[src/hpl_pkg.sv]
// Shared constants and types for the parallel host link.
// Assumes both ends run on one system clock, MCLK at 125 MHz.
package hpl_pkg;
    localparam int HPL_DATA_W = 8;
    localparam int HPL_ADDR_W = 3;
    localparam int HPL_SYNC_STAGES = 2;
    localparam int HPL_PWR_LINES = 3;
    localparam int HPL_CLK_MHZ = 125;
    // Least width of a reset request pulse driven to the processor.
    localparam int HPL_RST_PULSE_NS = 64;
    localparam int HPL_RST_PULSE_CYC = (HPL_RST_PULSE_NS * HPL_CLK_MHZ + 999) / 1000;
    localparam logic [7:0] HPL_RST_CNT_ZERO = 8'h00;
    localparam logic [HPL_DATA_W-1:0] HPL_DATA_ZERO = 8'h00;
    localparam logic [1:0] HPL_BUF_DEPTH = 2'h2;
    // Cycles a board request stands before the board drives data, and that the host waits before taking it.
    // Two flip-flops each way mean a request raised by the far end can stay unseen for five cycles.
    localparam logic [2:0] HPL_GUARD_CYC = 3'h5;
    typedef enum logic [1:0] {HPL_IDLE, HPL_WAIT_ACK, HPL_WAIT_REL} hpl_hs_t;
endpackage : hpl_pkg
[src/hpl_link_if.sv]
// Pin-level bundle of the parallel host link between board and host adapter.
// The testbench resolves the shared data bus from the two output enables.
`timescale 1ns/1ns
`default_nettype none
interface hpl_link_if;
    import hpl_pkg::*;
    logic [HPL_ADDR_W-1:0] slave_addr;
    logic host_soft_reset_req;
    logic host_hard_reset_req;
    logic host_present_n;
    logic [HPL_PWR_LINES-1:0] host_power;
    logic host_req;
    logic board_ack;
    logic board_ack_oe;
    logic board_req;
    logic board_req_oe;
    logic host_ack;
    logic [HPL_DATA_W-1:0] pd_host_out;
    logic pd_host_oe;
    logic [HPL_DATA_W-1:0] pd_board_out;
    logic pd_board_oe;
    logic [HPL_DATA_W-1:0] parallel_data_bus;
    modport board (
        input slave_addr, host_soft_reset_req, host_hard_reset_req, host_present_n, host_power,
        input host_req, host_ack, parallel_data_bus,
        output board_ack, board_ack_oe, board_req, board_req_oe, pd_board_out, pd_board_oe
    );
    modport host (
        output slave_addr, host_soft_reset_req, host_hard_reset_req, host_present_n, host_power,
        output host_req, host_ack, pd_host_out, pd_host_oe,
        input board_ack, board_ack_oe, board_req, board_req_oe, parallel_data_bus
    );
endinterface : hpl_link_if
`default_nettype wire

[src/hpl_board_end.sv]
// Board end of the parallel host link: select decode, reset requests, two handshakes.
// Assumes every link input is asynchronous to MCLK; the two-entry buffer sits on the board-to-host path.
// How it works
// - Respond only when select matches own address.
// - Selected soft request issues processor soft reset.
// - Host holds host-present low while attached.
// - Link works only while host-present low.
// - Host absent means all outputs released.
// - Hard request plus match gives hard reset.
// - Both requests reset the link's own state.
// - Host raises request to send a byte.
// - Board acknowledges a seen host request.
// - Board raises request to send a byte.
// - Host answers board request with acknowledge.
// - Host powered only while power lines present.
// - One shared 8-bit bus, sender drives.
`timescale 1ns/1ns
`default_nettype none
module hpl_board_end #(
    parameter int BOARD_ADDR = 0,
    parameter int RST_CYC = hpl_pkg::HPL_RST_PULSE_CYC
) (
    input wire logic MCLK,
    input wire logic RST_N,
    hpl_link_if.board LINK,
    input wire logic [hpl_pkg::HPL_DATA_W-1:0] TX_DATA,
    input wire logic TX_VALID,
    output logic TX_READY,
    output logic [hpl_pkg::HPL_DATA_W-1:0] RX_DATA,
    output logic RX_VALID,
    output logic SOFT_RESET,
    output logic SOFT_CONFIG,
    output logic HARD_RESET,
    output logic LINK_ACTIVE
);
    import hpl_pkg::*;

    initial begin
        if (BOARD_ADDR < 0 || BOARD_ADDR >= (1 << HPL_ADDR_W)) $error("BOARD_ADDR out of range");
        if (RST_CYC < 1 || RST_CYC > 255) $error("RST_CYC out of range");
    end

    // ==========================================================
    // Input synchronisers
    localparam int IN_W = HPL_ADDR_W + HPL_PWR_LINES + HPL_DATA_W + 5;
    logic [IN_W-1:0] raw_in;
    logic [IN_W-1:0] s1_r, s2_r, s1_nxt, s2_nxt;
    assign raw_in = {LINK.slave_addr, LINK.host_power, LINK.parallel_data_bus, LINK.host_soft_reset_req,
                     LINK.host_hard_reset_req, LINK.host_present_n, LINK.host_req, LINK.host_ack};
    always_comb begin
        s1_nxt = raw_in;
        s2_nxt = s1_r;
    end
    always_ff @(posedge MCLK or negedge RST_N) begin
        if (!RST_N) begin
            s1_r <= '0;
            s2_r <= {{(IN_W-3){1'b0}}, 3'h4};
        end else begin
            s1_r <= s1_nxt;
            s2_r <= s2_nxt;
        end
    end
    logic [HPL_ADDR_W-1:0] sel_s;
    logic [HPL_PWR_LINES-1:0] pwr_s;
    logic [HPL_DATA_W-1:0] pd_s;
    logic srst_s, hrst_s, present_n_s, hreq_s, hack_s;
    assign {sel_s, pwr_s, pd_s, srst_s, hrst_s, present_n_s, hreq_s, hack_s} = s2_r;

    // ==========================================================
    // Qualification
    logic powered, enabled, selected, link_clear;
    assign powered = &pwr_s;
    assign enabled = !present_n_s && powered;
    assign selected = enabled && (sel_s == BOARD_ADDR[HPL_ADDR_W-1:0]);
    assign link_clear = selected && srst_s && hrst_s;

    // ==========================================================
    // Reset requests to the processor
    logic soft_r, soft_nxt, hard_r, hard_nxt;
    logic [7:0] rcnt_r, rcnt_nxt;
    always_comb begin
        soft_nxt = 1'b0;
        hard_nxt = 1'b0;
        rcnt_nxt = HPL_RST_CNT_ZERO;
        if (selected && hrst_s && !srst_s) begin
            hard_nxt = 1'b1;
            rcnt_nxt = RST_CYC[7:0];
        end else if (selected && srst_s && !hrst_s) begin
            soft_nxt = 1'b1;
            rcnt_nxt = RST_CYC[7:0];
        end else if (rcnt_r != HPL_RST_CNT_ZERO) begin
            rcnt_nxt = rcnt_r - 8'h01;
            soft_nxt = soft_r;
            hard_nxt = hard_r;
        end
    end
    always_ff @(posedge MCLK or negedge RST_N) begin
        if (!RST_N) begin
            soft_r <= 1'b0;
            hard_r <= 1'b0;
            rcnt_r <= HPL_RST_CNT_ZERO;
        end else begin
            soft_r <= soft_nxt;
            hard_r <= hard_nxt;
            rcnt_r <= rcnt_nxt;
        end
    end

    // ==========================================================
    // Host to board handshake
    // Data is sampled once the synchronised request is seen; the host holds it stable until acknowledge.
    logic hack_r, hack_nxt, rxv_r, rxv_nxt;
    logic [HPL_DATA_W-1:0] rxd_r, rxd_nxt;
    always_comb begin
        hack_nxt = hack_r;
        rxv_nxt = 1'b0;
        rxd_nxt = rxd_r;
        if (link_clear || !selected) begin
            hack_nxt = 1'b0;
        end else if (hreq_s && !hack_r) begin
            hack_nxt = 1'b1;
            rxv_nxt = 1'b1;
            rxd_nxt = pd_s;
        end else if (!hreq_s && hack_r) begin
            hack_nxt = 1'b0;
        end
    end
    always_ff @(posedge MCLK or negedge RST_N) begin
        if (!RST_N) begin
            hack_r <= 1'b0;
            rxv_r <= 1'b0;
            rxd_r <= HPL_DATA_ZERO;
        end else begin
            hack_r <= hack_nxt;
            rxv_r <= rxv_nxt;
            rxd_r <= rxd_nxt;
        end
    end

    // ==========================================================
    // Two-entry buffer ahead of the board to host sender
    logic [HPL_DATA_W-1:0] buf_r [2];
    logic [HPL_DATA_W-1:0] buf_nxt [2];
    logic [1:0] cnt_r, cnt_nxt;
    logic buf_pop, buf_push;
    assign buf_push = TX_VALID && TX_READY;
    always_comb begin
        buf_nxt = buf_r;
        cnt_nxt = cnt_r;
        if (buf_pop) begin
            buf_nxt[0] = buf_r[1];
            cnt_nxt = cnt_nxt - 2'h1;
        end
        if (buf_push) begin
            buf_nxt[cnt_nxt[0]] = TX_DATA;
            cnt_nxt = cnt_nxt + 2'h1;
        end
    end
    always_ff @(posedge MCLK or negedge RST_N) begin
        if (!RST_N) begin
            buf_r[0] <= HPL_DATA_ZERO;
            buf_r[1] <= HPL_DATA_ZERO;
            cnt_r <= 2'h0;
            TX_READY <= 1'b0;
        end else begin
            buf_r <= buf_nxt;
            cnt_r <= link_clear ? 2'h0 : cnt_nxt;
            // Ready is registered, so it looks one word ahead: only free space after this cycle counts.
            TX_READY <= !link_clear && (cnt_nxt < HPL_BUF_DEPTH - 2'h1 || (cnt_nxt < HPL_BUF_DEPTH && !buf_push));
        end
    end

    // ==========================================================
    // Board to host handshake
    hpl_hs_t st_r, st_nxt;
    logic breq_r, breq_nxt, drv_r, drv_nxt;
    logic [2:0] gcnt_r, gcnt_nxt;
    logic [HPL_DATA_W-1:0] txd_r, txd_nxt;
    always_comb begin
        st_nxt = st_r;
        gcnt_nxt = gcnt_r;
        breq_nxt = breq_r;
        drv_nxt = drv_r;
        txd_nxt = txd_r;
        buf_pop = 1'b0;
        unique case (st_r)
            HPL_IDLE: begin
                // Request first, drive after the guard time: a crossing host request withdraws ours.
                if (selected && !link_clear && cnt_r != 2'h0 && !hack_s && !hreq_s && !hack_r) begin
                    breq_nxt = 1'b1;
                    if (gcnt_r == HPL_GUARD_CYC) begin
                        buf_pop = 1'b1;
                        txd_nxt = buf_r[0];
                        drv_nxt = 1'b1;
                        gcnt_nxt = '0;
                        st_nxt = HPL_WAIT_ACK;
                    end else begin
                        gcnt_nxt = gcnt_r + 3'h1;
                    end
                end else begin
                    breq_nxt = 1'b0;
                    gcnt_nxt = '0;
                end
            end
            HPL_WAIT_ACK: begin
                if (hack_s) begin
                    breq_nxt = 1'b0;
                    drv_nxt = 1'b0;
                    st_nxt = HPL_WAIT_REL;
                end
            end
            HPL_WAIT_REL: begin
                if (!hack_s) st_nxt = HPL_IDLE;
            end
        endcase
        if (link_clear || !selected) begin
            st_nxt = HPL_IDLE;
            gcnt_nxt = '0;
            breq_nxt = 1'b0;
            drv_nxt = 1'b0;
        end
    end
    always_ff @(posedge MCLK or negedge RST_N) begin
        if (!RST_N) begin
            st_r <= HPL_IDLE;
            gcnt_r <= '0;
            breq_r <= 1'b0;
            drv_r <= 1'b0;
            txd_r <= HPL_DATA_ZERO;
        end else begin
            st_r <= st_nxt;
            gcnt_r <= gcnt_nxt;
            breq_r <= breq_nxt;
            drv_r <= drv_nxt;
            txd_r <= txd_nxt;
        end
    end

    // ==========================================================
    // Pin and user outputs
    always_ff @(posedge MCLK or negedge RST_N) begin
        if (!RST_N) begin
            LINK.board_ack <= 1'b0;
            LINK.board_ack_oe <= 1'b0;
            LINK.board_req <= 1'b0;
            LINK.board_req_oe <= 1'b0;
            LINK.pd_board_out <= HPL_DATA_ZERO;
            LINK.pd_board_oe <= 1'b0;
            RX_DATA <= HPL_DATA_ZERO;
            RX_VALID <= 1'b0;
            SOFT_RESET <= 1'b0;
            SOFT_CONFIG <= 1'b0;
            HARD_RESET <= 1'b0;
            LINK_ACTIVE <= 1'b0;
        end else begin
            LINK.board_ack <= hack_nxt;
            LINK.board_ack_oe <= selected;
            LINK.board_req <= breq_nxt;
            LINK.board_req_oe <= selected;
            LINK.pd_board_out <= txd_nxt;
            LINK.pd_board_oe <= drv_nxt && selected;
            RX_DATA <= rxd_nxt;
            RX_VALID <= rxv_nxt;
            SOFT_RESET <= soft_nxt;
            SOFT_CONFIG <= soft_nxt;
            HARD_RESET <= hard_nxt;
            LINK_ACTIVE <= enabled;
        end
    end
endmodule : hpl_board_end
`default_nettype wire

[src/flat_wrapper.sv]
// flat-port wrapper written by rule: the top's interface ports become plain ports
module hpl_board_end_flat import hpl_pkg::*;
#(
    parameter int BOARD_ADDR = 0,
    parameter int RST_CYC = hpl_pkg::HPL_RST_PULSE_CYC
)
  (MCLK, RST_N, TX_DATA, TX_VALID, TX_READY, RX_DATA, RX_VALID, SOFT_RESET, SOFT_CONFIG, HARD_RESET, LINK_ACTIVE, LINK_slave_addr, LINK_host_soft_reset_req, LINK_host_hard_reset_req, LINK_host_present_n, LINK_host_power, LINK_host_req, LINK_host_ack, LINK_parallel_data_bus, LINK_board_ack, LINK_board_ack_oe, LINK_board_req, LINK_board_req_oe, LINK_pd_board_out, LINK_pd_board_oe);
  hpl_link_if LINK_i ();
  input wire logic MCLK;
  input wire logic RST_N;
  input wire logic [hpl_pkg::HPL_DATA_W-1:0] TX_DATA;
  input wire logic TX_VALID;
  output logic TX_READY;
  output logic [hpl_pkg::HPL_DATA_W-1:0] RX_DATA;
  output logic RX_VALID;
  output logic SOFT_RESET;
  output logic SOFT_CONFIG;
  output logic HARD_RESET;
  output logic LINK_ACTIVE;
  input wire logic [$bits(LINK_i.slave_addr)-1:0] LINK_slave_addr;
  input wire logic [$bits(LINK_i.host_soft_reset_req)-1:0] LINK_host_soft_reset_req;
  input wire logic [$bits(LINK_i.host_hard_reset_req)-1:0] LINK_host_hard_reset_req;
  input wire logic [$bits(LINK_i.host_present_n)-1:0] LINK_host_present_n;
  input wire logic [$bits(LINK_i.host_power)-1:0] LINK_host_power;
  input wire logic [$bits(LINK_i.host_req)-1:0] LINK_host_req;
  input wire logic [$bits(LINK_i.host_ack)-1:0] LINK_host_ack;
  input wire logic [$bits(LINK_i.parallel_data_bus)-1:0] LINK_parallel_data_bus;
  output wire logic [$bits(LINK_i.board_ack)-1:0] LINK_board_ack;
  output wire logic [$bits(LINK_i.board_ack_oe)-1:0] LINK_board_ack_oe;
  output wire logic [$bits(LINK_i.board_req)-1:0] LINK_board_req;
  output wire logic [$bits(LINK_i.board_req_oe)-1:0] LINK_board_req_oe;
  output wire logic [$bits(LINK_i.pd_board_out)-1:0] LINK_pd_board_out;
  output wire logic [$bits(LINK_i.pd_board_oe)-1:0] LINK_pd_board_oe;
  assign LINK_i.slave_addr = LINK_slave_addr;
  assign LINK_i.host_soft_reset_req = LINK_host_soft_reset_req;
  assign LINK_i.host_hard_reset_req = LINK_host_hard_reset_req;
  assign LINK_i.host_present_n = LINK_host_present_n;
  assign LINK_i.host_power = LINK_host_power;
  assign LINK_i.host_req = LINK_host_req;
  assign LINK_i.host_ack = LINK_host_ack;
  assign LINK_i.parallel_data_bus = LINK_parallel_data_bus;
  assign LINK_board_ack = LINK_i.board_ack;
  assign LINK_board_ack_oe = LINK_i.board_ack_oe;
  assign LINK_board_req = LINK_i.board_req;
  assign LINK_board_req_oe = LINK_i.board_req_oe;
  assign LINK_pd_board_out = LINK_i.pd_board_out;
  assign LINK_pd_board_oe = LINK_i.pd_board_oe;
  hpl_board_end #(.BOARD_ADDR(BOARD_ADDR), .RST_CYC(RST_CYC)) u_core (.MCLK(MCLK), .RST_N(RST_N), .LINK(LINK_i), .TX_DATA(TX_DATA), .TX_VALID(TX_VALID), .TX_READY(TX_READY), .RX_DATA(RX_DATA), .RX_VALID(RX_VALID), .SOFT_RESET(SOFT_RESET), .SOFT_CONFIG(SOFT_CONFIG), .HARD_RESET(HARD_RESET), .LINK_ACTIVE(LINK_ACTIVE));
endmodule
[config.mk]
export PLATFORM = sky130hd
export DESIGN_NAME = hpl_board_end_flat
export DESIGN_NICKNAME = d
export VERILOG_FILES = /design/src/hpl_pkg.sv /design/src/hpl_link_if.sv /design/src/hpl_board_end.sv /design/src/flat_wrapper.sv
export SDC_FILE = /design/constraint.sdc
export NUM_CORES = 1
export LEC_CHECK = 0
export ABC_AREA = 0
export BUFFER_PORTS_ARGS = -buffer_cell sky130_fd_sc_hd__buf_2
export CORE_MARGIN = 5
export CORE_UTILIZATION = 53
export CTS_BUF_LIST = sky130_fd_sc_hd__clkbuf_4 sky130_fd_sc_hd__clkbuf_8 sky130_fd_sc_hd__clkbuf_16
export DETAILED_ROUTE_END_ITERATION = 8
export PLACE_DENSITY_LB_ADDON = 0.08
export SYNTH_ARGS = -nofsm -noshare
export SYNTH_HDL_FRONTEND = slang
export SYNTH_SLANG_ARGS = --single-unit
[constraint.sdc]
create_clock -name MCLK -period 3.7 [get_ports MCLK]
set_input_delay 0.185 -clock MCLK [delete_from_list [all_inputs] [get_ports MCLK]]
set_output_delay 0.185 -clock MCLK [all_outputs]
set_load 0.02 [all_outputs]
# Word-level counts from Yosys, hierarchy flattened
# Cells that the tools add are included.
# totals
register_bits	95
in_bits	30
out_inout_bits	27
word_cells	123
# op_classes
n_addsub	4
magnitude_cmp	4
eq_ne	8
mux	43
n_bitwise	2
n_reduce_logical	42
# ops
operator	n
8-bit two-way mux	5
1-bit two-way mux	20
1-bit logical AND	19
16-bit bitwise mux	1
16-bit two-way mux	1
2-bit two-way mux	8
3-bit two-way mux	4
3-bit by 1-bit != test with 1-bit output, second input constant	4
1-bit zero test	9
8-bit demux with 1-bit select	1
8-bit nonzero test	1
8-bit by 1-bit subtractor with 8-bit output, second input constant	1
2-bit one-hot mux with 3 select lines	1
3-bit AND reduction	2
3-bit nonzero test	2
2-bit by 1-bit < comparator with 1-bit output, second input constant	2
1-bit one-hot mux with 2 select lines	2
2-bit AND reduction	2
4-bit AND reduction	1
2-bit nonzero test	2
3-bit by 1-bit adder with 3-bit output, second input constant	1
3-bit equality test, second input constant	1
3-bit zero test	1
3-bit != test, second input constant	1
other kinds (10)	11

# Logic depth before layout (Yosys ltp)
# Gate-level depths: netlist of the first run.
# depth
depth_word	21
depth_mapped	10
mapped_depth_nobuf	9

# Worst setup path after synthesis of the first run
# Ideal clock, no wire load.
# synth_path
kind	register to register
startpoint	register u_core.cnt_r[0]
endpoint	register with a tool-made name
setup_time_ps	125
arrival_ps	2802
required_ps	3575
setup_slack_ps	773
path_stages_with_launch	11
path_buffers	2
synth_period_minus_slack_ps	2927
path_cell_list	dfrtp_1 -> inv_1 -> ha_1 -> or4_4 -> nor4_1 -> nand2_1 -> clkbuf_1 -> xnor2_1 -> ha_1 -> clkbuf_1 -> mux2_2
# synth_rtl
element	line	rtl
from (decl)	hpl_board_end.sv:144	logic [1:0] cnt_r, cnt_nxt;
from (signal assigned)	hpl_board_end.sv:167	cnt_r <= link_clear ? 2'h0 : cnt_nxt;

==> results.json, run 1 <==
{
  "pre_cts_slack_ns": 0.921,
  "syn-instance-count": 307,
  "dp_cells": 450,
  "core_um2": 6790,
  "yosys.area.top_type_share_pct": 63.3,
  "ys_seq_area_share_pct": 64.0,
  "grt_pass1_wl_mm": 12.1,
  "hold_path.startpoint": "TX_DATA[7]",
  "wl_per_cell_um": 14.1,
  "maxCapViolCount": 0,
  "root_buffer": "clkbuf_8",
  "stdcell_area_um2": 4470,
  "num_vias": 2502,
  "min_path_type": "input pin to flop",
  "synth.top_cells.by_count": "dfrtp_1, nand2_1, nor2_1",
  "via_per_inst": 5.15,
  "cp-end-kind": "flop",
  "leakagePower_uw": 0.00226,
  "wirelength_mm": 6.87,
  "max_freq_ghz": 0.359,
  "antenna_found_initial": 0,
  "first_pass_iters": 4,
  "die_area_um2": 8790,
  "async_reset_ff_share_pct": 100,
  "final_hold_viol_count": 0,
  "synth_area_per_cell_um2": 12.1,
  "cts_post_setup_buffers_inserted": 0,
  "gp_congestion": 0.802,
  "rrSetupSlack_ns": 0.91,
  "hold_buffers": 20,
  "grt_pass1_vias": 2631,
  "insertion_delay_ns": 0.36,
  "cts_resized": 0,
  "htree_levels": 3,
  "cellPowerDensity_nw_per_um2": 485,
  "grt_usage_pct": 17.6,
  "crit_fanout": 7,
  "maxSlewViolCount": 0,
  "clkTransAtPathRegs_ns": 0.10,
  "fin_crit_sh_pct": 75.4,
  "hold_depth": 2,
  "period_needed_ns": 2.79,
  "diodes": 0,
  "criticalPathCategory": "flop to flop",
  "cts_buffer_depth": 2,
  "yosysTopAreaCell": "dfrtp_1",
  "placed_area_um2": 4080,
  "rr_startpoint": "u_core.cnt_r[1]",
  "ir_worst_vdd_v": 0.000396,
  "crit_arrival_ns": 3.04,
  "synth_area_um2": 3720,
  "drive_above_1_share_pct": 24.6,
  "syn_nets": 344,
  "layout_setup_ws_ns": 0.911,
  "grt_max_degree": 70,
  "io_pins": 57,
  "rsz0062_at_grt": "false",
  "status": "finished, final reports clean",
  "drc_errors": 0,
  "die_w_um": 93.8,
  "post-synth-top-count-cell": "dfrtp_1",
  "ys.flop_type": "dfrtp_1",
  "setup_violations": 0,
  "syn2layout_area_growth_pct": 20.3,
  "grt_overflow": 0,
  "clock_sinks": 95,
  "ys_warn_count": 0,
  "synth-seq-cells": 95,
  "cts_tree": "built",
  "relSlewSlack_pct": 45.6,
  "tightest_slew_ns": 0.815,
  "synth_edf_count": 0,
  "nets": 422,
  "cts_buffers": 9,
  "start_util_pct": 54.7,
  "worst_clock_skew_ns": 0.0161,
  "start_kind": "flop",
  "fin_cells": 486,
  "fin_setup_tns_ns": 0,
  "fillers": 543,
  "dpl.hpwl_mm": 4.44,
  "core.rowCount": 30,
  "critical_path_required_ns": 3.95,
  "port_buffers": 56,
  "synth_cell_types": 42,
  "die_h_um": 93.8,
  "reg2regPathDepth": 8,
  "ant_nets": 0,
  "synth_area_leaders": "dfrtp_1, mux2_2, nand2_1",
  "drtIter0Drc": 57
}
critical path, stage by stage (launching register included):
cell and delay [ns]:
dfrtp_1 0.37, inv_1 0.07, ha_1 0.17, or4_4 0.56, nor4_1 0.45, nand2_1 0.16, xnor2_1 0.17, ha_1 0.36
mux2_2 0.38
layout by cell type (no fill, tap or decap), types with 2 or more instances in the layout:
cell,instances
nand2_1,41
nand3b_1,3
ha_1,7
inv_6,2
xnor2_1,3
a22oi_1,8
a31oi_1,11
or4_1,2
o21ai_0,3
inv_1,12
o22ai_1,9
mux2i_1,10
and3_1,4
or3_1,2
inv_8,2
nor2_1,25
xor2_1,5
dfrtp_1,94
and2_1,8
mux2_1,2
mux2_2,15
nand3_1,2
clkbuf_8,9
nor3_1,5
dlygate4sd3_1,20
nor3_2,2
a21oi_1,7
buf_2,55
buf_4,5
how the worst max path moves through the flow:
stage                       to       startpoint  cells past startpoint  slack (ns)
after global routing      flop  u_core.cnt_r[0]                      8        0.66
after detailed placement  flop  u_core.cnt_r[1]                      8        0.92
after global placement    flop  u_core.cnt_r[1]                      8        0.98
after floorplan           flop  u_core.cnt_r[0]                     10        0.77
final                     flop  u_core.cnt_r[1]                      8        0.91
after CTS                 flop  u_core.cnt_r[1]                      8        0.90
cell families (layout without fill, tap and decap cells):
family	count (synthesis)	in the layout	synth area share, %
and+or+nand+nor	101	101	13.0
adders and majority gates	7	7	2.36
AOI/OAI and AO/OA	44	44	7.71
DFF	95	95	64.0
muxes	27	27	7.84
xor gates and xnor gates	8	8	1.88
buffers and inverters	25	108	3.20
sequential cells by signal, indices dropped and copies added (netlist names), 2 cells and up, named ones only:
signal and flops:
u_core.buf_r 8, u_core.cnt_r 2, u_core.gcnt_r 3, u_core.rcnt_r 8, u_core.rxd_r 8, u_core.s1_r 19, u_core.s2_r 19, u_core.st_r 2
u_core.txd_r 8
layer usage:
layer / wire length, um / share of wire [%] / global-route usage (%)
met1: 3070 / 45 / 22.2
met2: 3410 / 50 / 29.4
met3: 278 / 4.0 / 3.61
met4: 111 / 1.6 / 7.34
met5: 0 / 0 / 0
power by group:
part / internal, uW / switching [uW]
clock: 265 / 402
combinational: 140 / 163
sequential: 1140 / 60.5
layout make-up:
type,count,area [um^2],area share (%)
sequential,95,2380,53.2
clock buffer,9,124,2.77
timing repair buffer,80,513,11.5
inverter,12,45.0,1.01
clock inverter,7,72.6,1.62
multi-input combinational,187,1220,27.3
tap,96,120,2.69
stage by stage:
| stage | hold WS, ns | util [%] | total power (uW) |
|---|---|---|---|
| floorplan | -0.111 | - | 1410 |
| global placement | 0.293 | 60.0 | 1500 |
| detailed placement | 0.294 | 60.0 | 1510 |
| CTS | 0.0689 | 65.8 | 2190 |
| global route | 0.0695 | 65.8 | 2290 |
| finish | 0.0842 | 65.8 | 2170 |
Power figures use the tool's default switching activity.
==> run 2: changes to the inputs <==
Settings changed: ABC_AREA 0 to 1, CORE_UTILIZATION 53 to 50.
Clock period 3.7 ns to 2.3 ns, I/O delays scaled along.
==> run 2 against run 1 <==
  * Synthesized area decreased by 4.6%
  * Register-to-register slack got worse by 0.65 ns
  * Worst setup slack got worse by 0.65 ns
  * Largest cell class unchanged
==> results.json, run 2 <==
{
  "nets": 446,
  "async_reset_ff_share_pct": 100,
  "die_w_um": 94.2,
  "root_buffer": "clkbuf_8",
  "crit_buf_inv": 2,
  "gp_congestion": 0.781,
  "cts_post_setup_buffers_inserted": 0,
  "min_path_type": "input pin to flop",
  "ant_nets": 0,
  "critical_path_required_ns": 2.55,
  "ys_seq_area_share_pct": 67.1,
  "synth_area_per_cell_um2": 11.1,
  "relSlewSlack_pct": 56.6,
  "antenna_found_initial": 0,
  "rsz0062_at_grt": "false",
  "drc_errors": 0,
  "synth_area_um2": 3550,
  "synth_edf_count": 0,
  "clock_sinks": 95,
  "synth_cell_types": 31,
  "period_needed_ns": 2.04,
  "total_power_uw": 4010,
  "wl_per_cell_um": 11.5,
  "reg2regPathDepth": 12,
  "clkTransAtPathRegs_ns": 0.09,
  "hold_path.startpoint": "TX_DATA[7]",
  "syn-instance-count": 319,
  "htree_levels": 3,
  "crit_arrival_ns": 2.29,
  "drtIter0Drc": 83,
  "die_h_um": 94.2,
  "synth-seq-cells": 95,
  "leakagePower_uw": 0.00227,
  "yosysTopAreaCell": "dfrtp_1",
  "status": "finished, final reports clean",
  "crit_fanout": 4,
  "ir_worst_vdd_v": 0.000535,
  "synth.top_cells.by_count": "dfrtp_1, nand2_1, inv_1",
  "diodes": 0,
  "via_per_inst": 4.55,
  "num_vias": 2322,
  "layout_commonest_cell": "dfrtp_1",
  "grt_usage_pct": 15.8,
  "cts_buffers": 9,
  "drive_above_1_share_pct": 23.4,
  "fin_setup_tns_ns": 0,
  "utilization_pct": 64.8,
  "tightest_slew_ns": 0.651,
  "yosys.area.top_type_share_pct": 66.3,
  "regArea_um2": 2380,
  "hold_depth": 3,
  "crit_path_max_incr_delay_ns": 0.36,
  "start_kind": "flop",
  "core_um2": 6830,
  "cts_buffer_depth": 2,
  "dp_cells": 467,
  "crit_slowest_cell": "dfrtp_1",
  "insertion_delay_ns": 0.36,
  "max_freq_ghz": 0.489,
  "syn2layout_area_growth_pct": 24.8,
  "core.rowCount": 30,
  "ys_warn_count": 0,
  "grt_max_degree": 52,
  "grt_pass1_wl_mm": 10.8,
  "port_buffers": 56,
  "crit_chain": "inv_1 > ha_1 > nor2_1 > nand3_1 > nor2_2 > nand3_2 > nand2_1 > nand2_1 > ha_2 > inv_1 > o21bai_1 > a21oi_1",
  "rr_startpoint": "u_core.cnt_r[0]",
  "criticalPathCategory": "flop to flop",
  "multi_input_area_um2": 977,
  "wirelength_mm": 5.89,
  "fin_cells": 510,
  "reg.largest.list": "u_core.s1_r x19, u_core.s2_r x19",
  "fin_crit_sh_pct": 88.9,
  "first_pass_iters": 6,
  "maxSlewViolCount": 0,
  "maxCapViolCount": 0,
  "cp-end-kind": "flop",
  "start_util_pct": 51.9,
  "worst_clock_skew_ns": 0.0110,
  "syn_nets": 356,
  "dpl.hpwl_mm": 4.03,
  "cellPowerDensity_nw_per_um2": 905,
  "post-synth-top-count-cell": "dfrtp_1",
  "final_hold_viol_count": 0,
  "setup_violations": 0,
  "fillers": 556,
  "whs_ns": 0.0252,
  "synth_area_leaders": "dfrtp_1, nand2_1, inv_1",
  "final_cell_mix": "dfrtp_1, nand2_1, buf_2",
  "grt_overflow": 0,
  "ys.flop_type": "dfrtp_1",
  "r2r-end": "u_core.TX_READY",
  "io_pins": 57,
  "hold_end": "u_core.buf_r[15]",
  "die_area_um2": 8880,
  "rrSetupSlack_ns": 0.26,
  "grt_pass1_vias": 2399,
  "cts_tree": "built",
  "cp_top_family": "simple AND/OR/NAND/NOR gates"
}
run 2: where the power goes:
part	total [uW]	switching [uW]	internal, uW
sequential	2090	141	1950
clock	1150	617	537
combinational	763	429	334
total	4010	1190	2820
run 2: worst max-delay path by stage:
stage                     from              end  slack (ns)  depth (start not counted)
6_report       u_core.cnt_r[0]  u_core.TX_READY        0.26                         12
3_5_place_dp   u_core.cnt_r[0]             flop        0.12                          9
4_1_cts        u_core.cnt_r[0]             flop        0.11                          9
2_1_floorplan  u_core.cnt_r[0]             flop        0.35                         10
3_3_place_gp   u_core.cnt_r[0]             flop        0.27                          9
5_1_grt        u_core.cnt_r[0]  u_core.TX_READY        0.05                         12
run 2: final cells by class:
cell class	count	area share (%)
multi-input cells	180	22.1
clock buffers	9	2.80
repair buffers	86	13.3
flip-flops and latches	95	53.7
well taps	96	2.71
inverters	37	3.14
clock inverters	7	2.26
run 2: per-layer routing:
metal / vias up / part of all wire (%) / track usage, %
li1: 1189 / - / -
met1: 1076 / 45 / 19.8
met2: 47 / 47 / 25.2
met3: 10 / 5.6 / 5.69
met4: 0 / 1.8 / 5.90
met5: - / 0 / 0
run 2: timing repair:
item	in CTS	in global routing
endpoints found under the setup margin	0	7
hold endpoints to repair	77	0
hold buffers	27	0
resized for setup	0	2
run 2: cell families (layout without fill, tap and decap cells):
logic type	count (synthesis)	count (layout)	synth area share (%)
and+or+nand+nor	117	117	14.1
DFF	95	95	67.1
buffers and inverters	44	139	5.54
AOI/OAI and AO/OA	43	43	7.09
adders and majority gates	7	7	2.47
muxes	7	7	2.22
xor gates and xnor gates	6	6	1.48
run 2: metrics by stage:
stage,instance area [um^2],worst slack [ns]
5_1_grt,4430,0.0472
4_1_cts,4420,0.105
2_1_floorplan,3550,0.353
3_3_place_gp,3930,0.269
3_5_place_dp,3930,0.120
6_report,4430,0.256
run 2: tightest hold or removal path, stage by stage:
cell,delay [ns]
buf_2,0.10
inv_1,0.06
o21ai_1,0.07
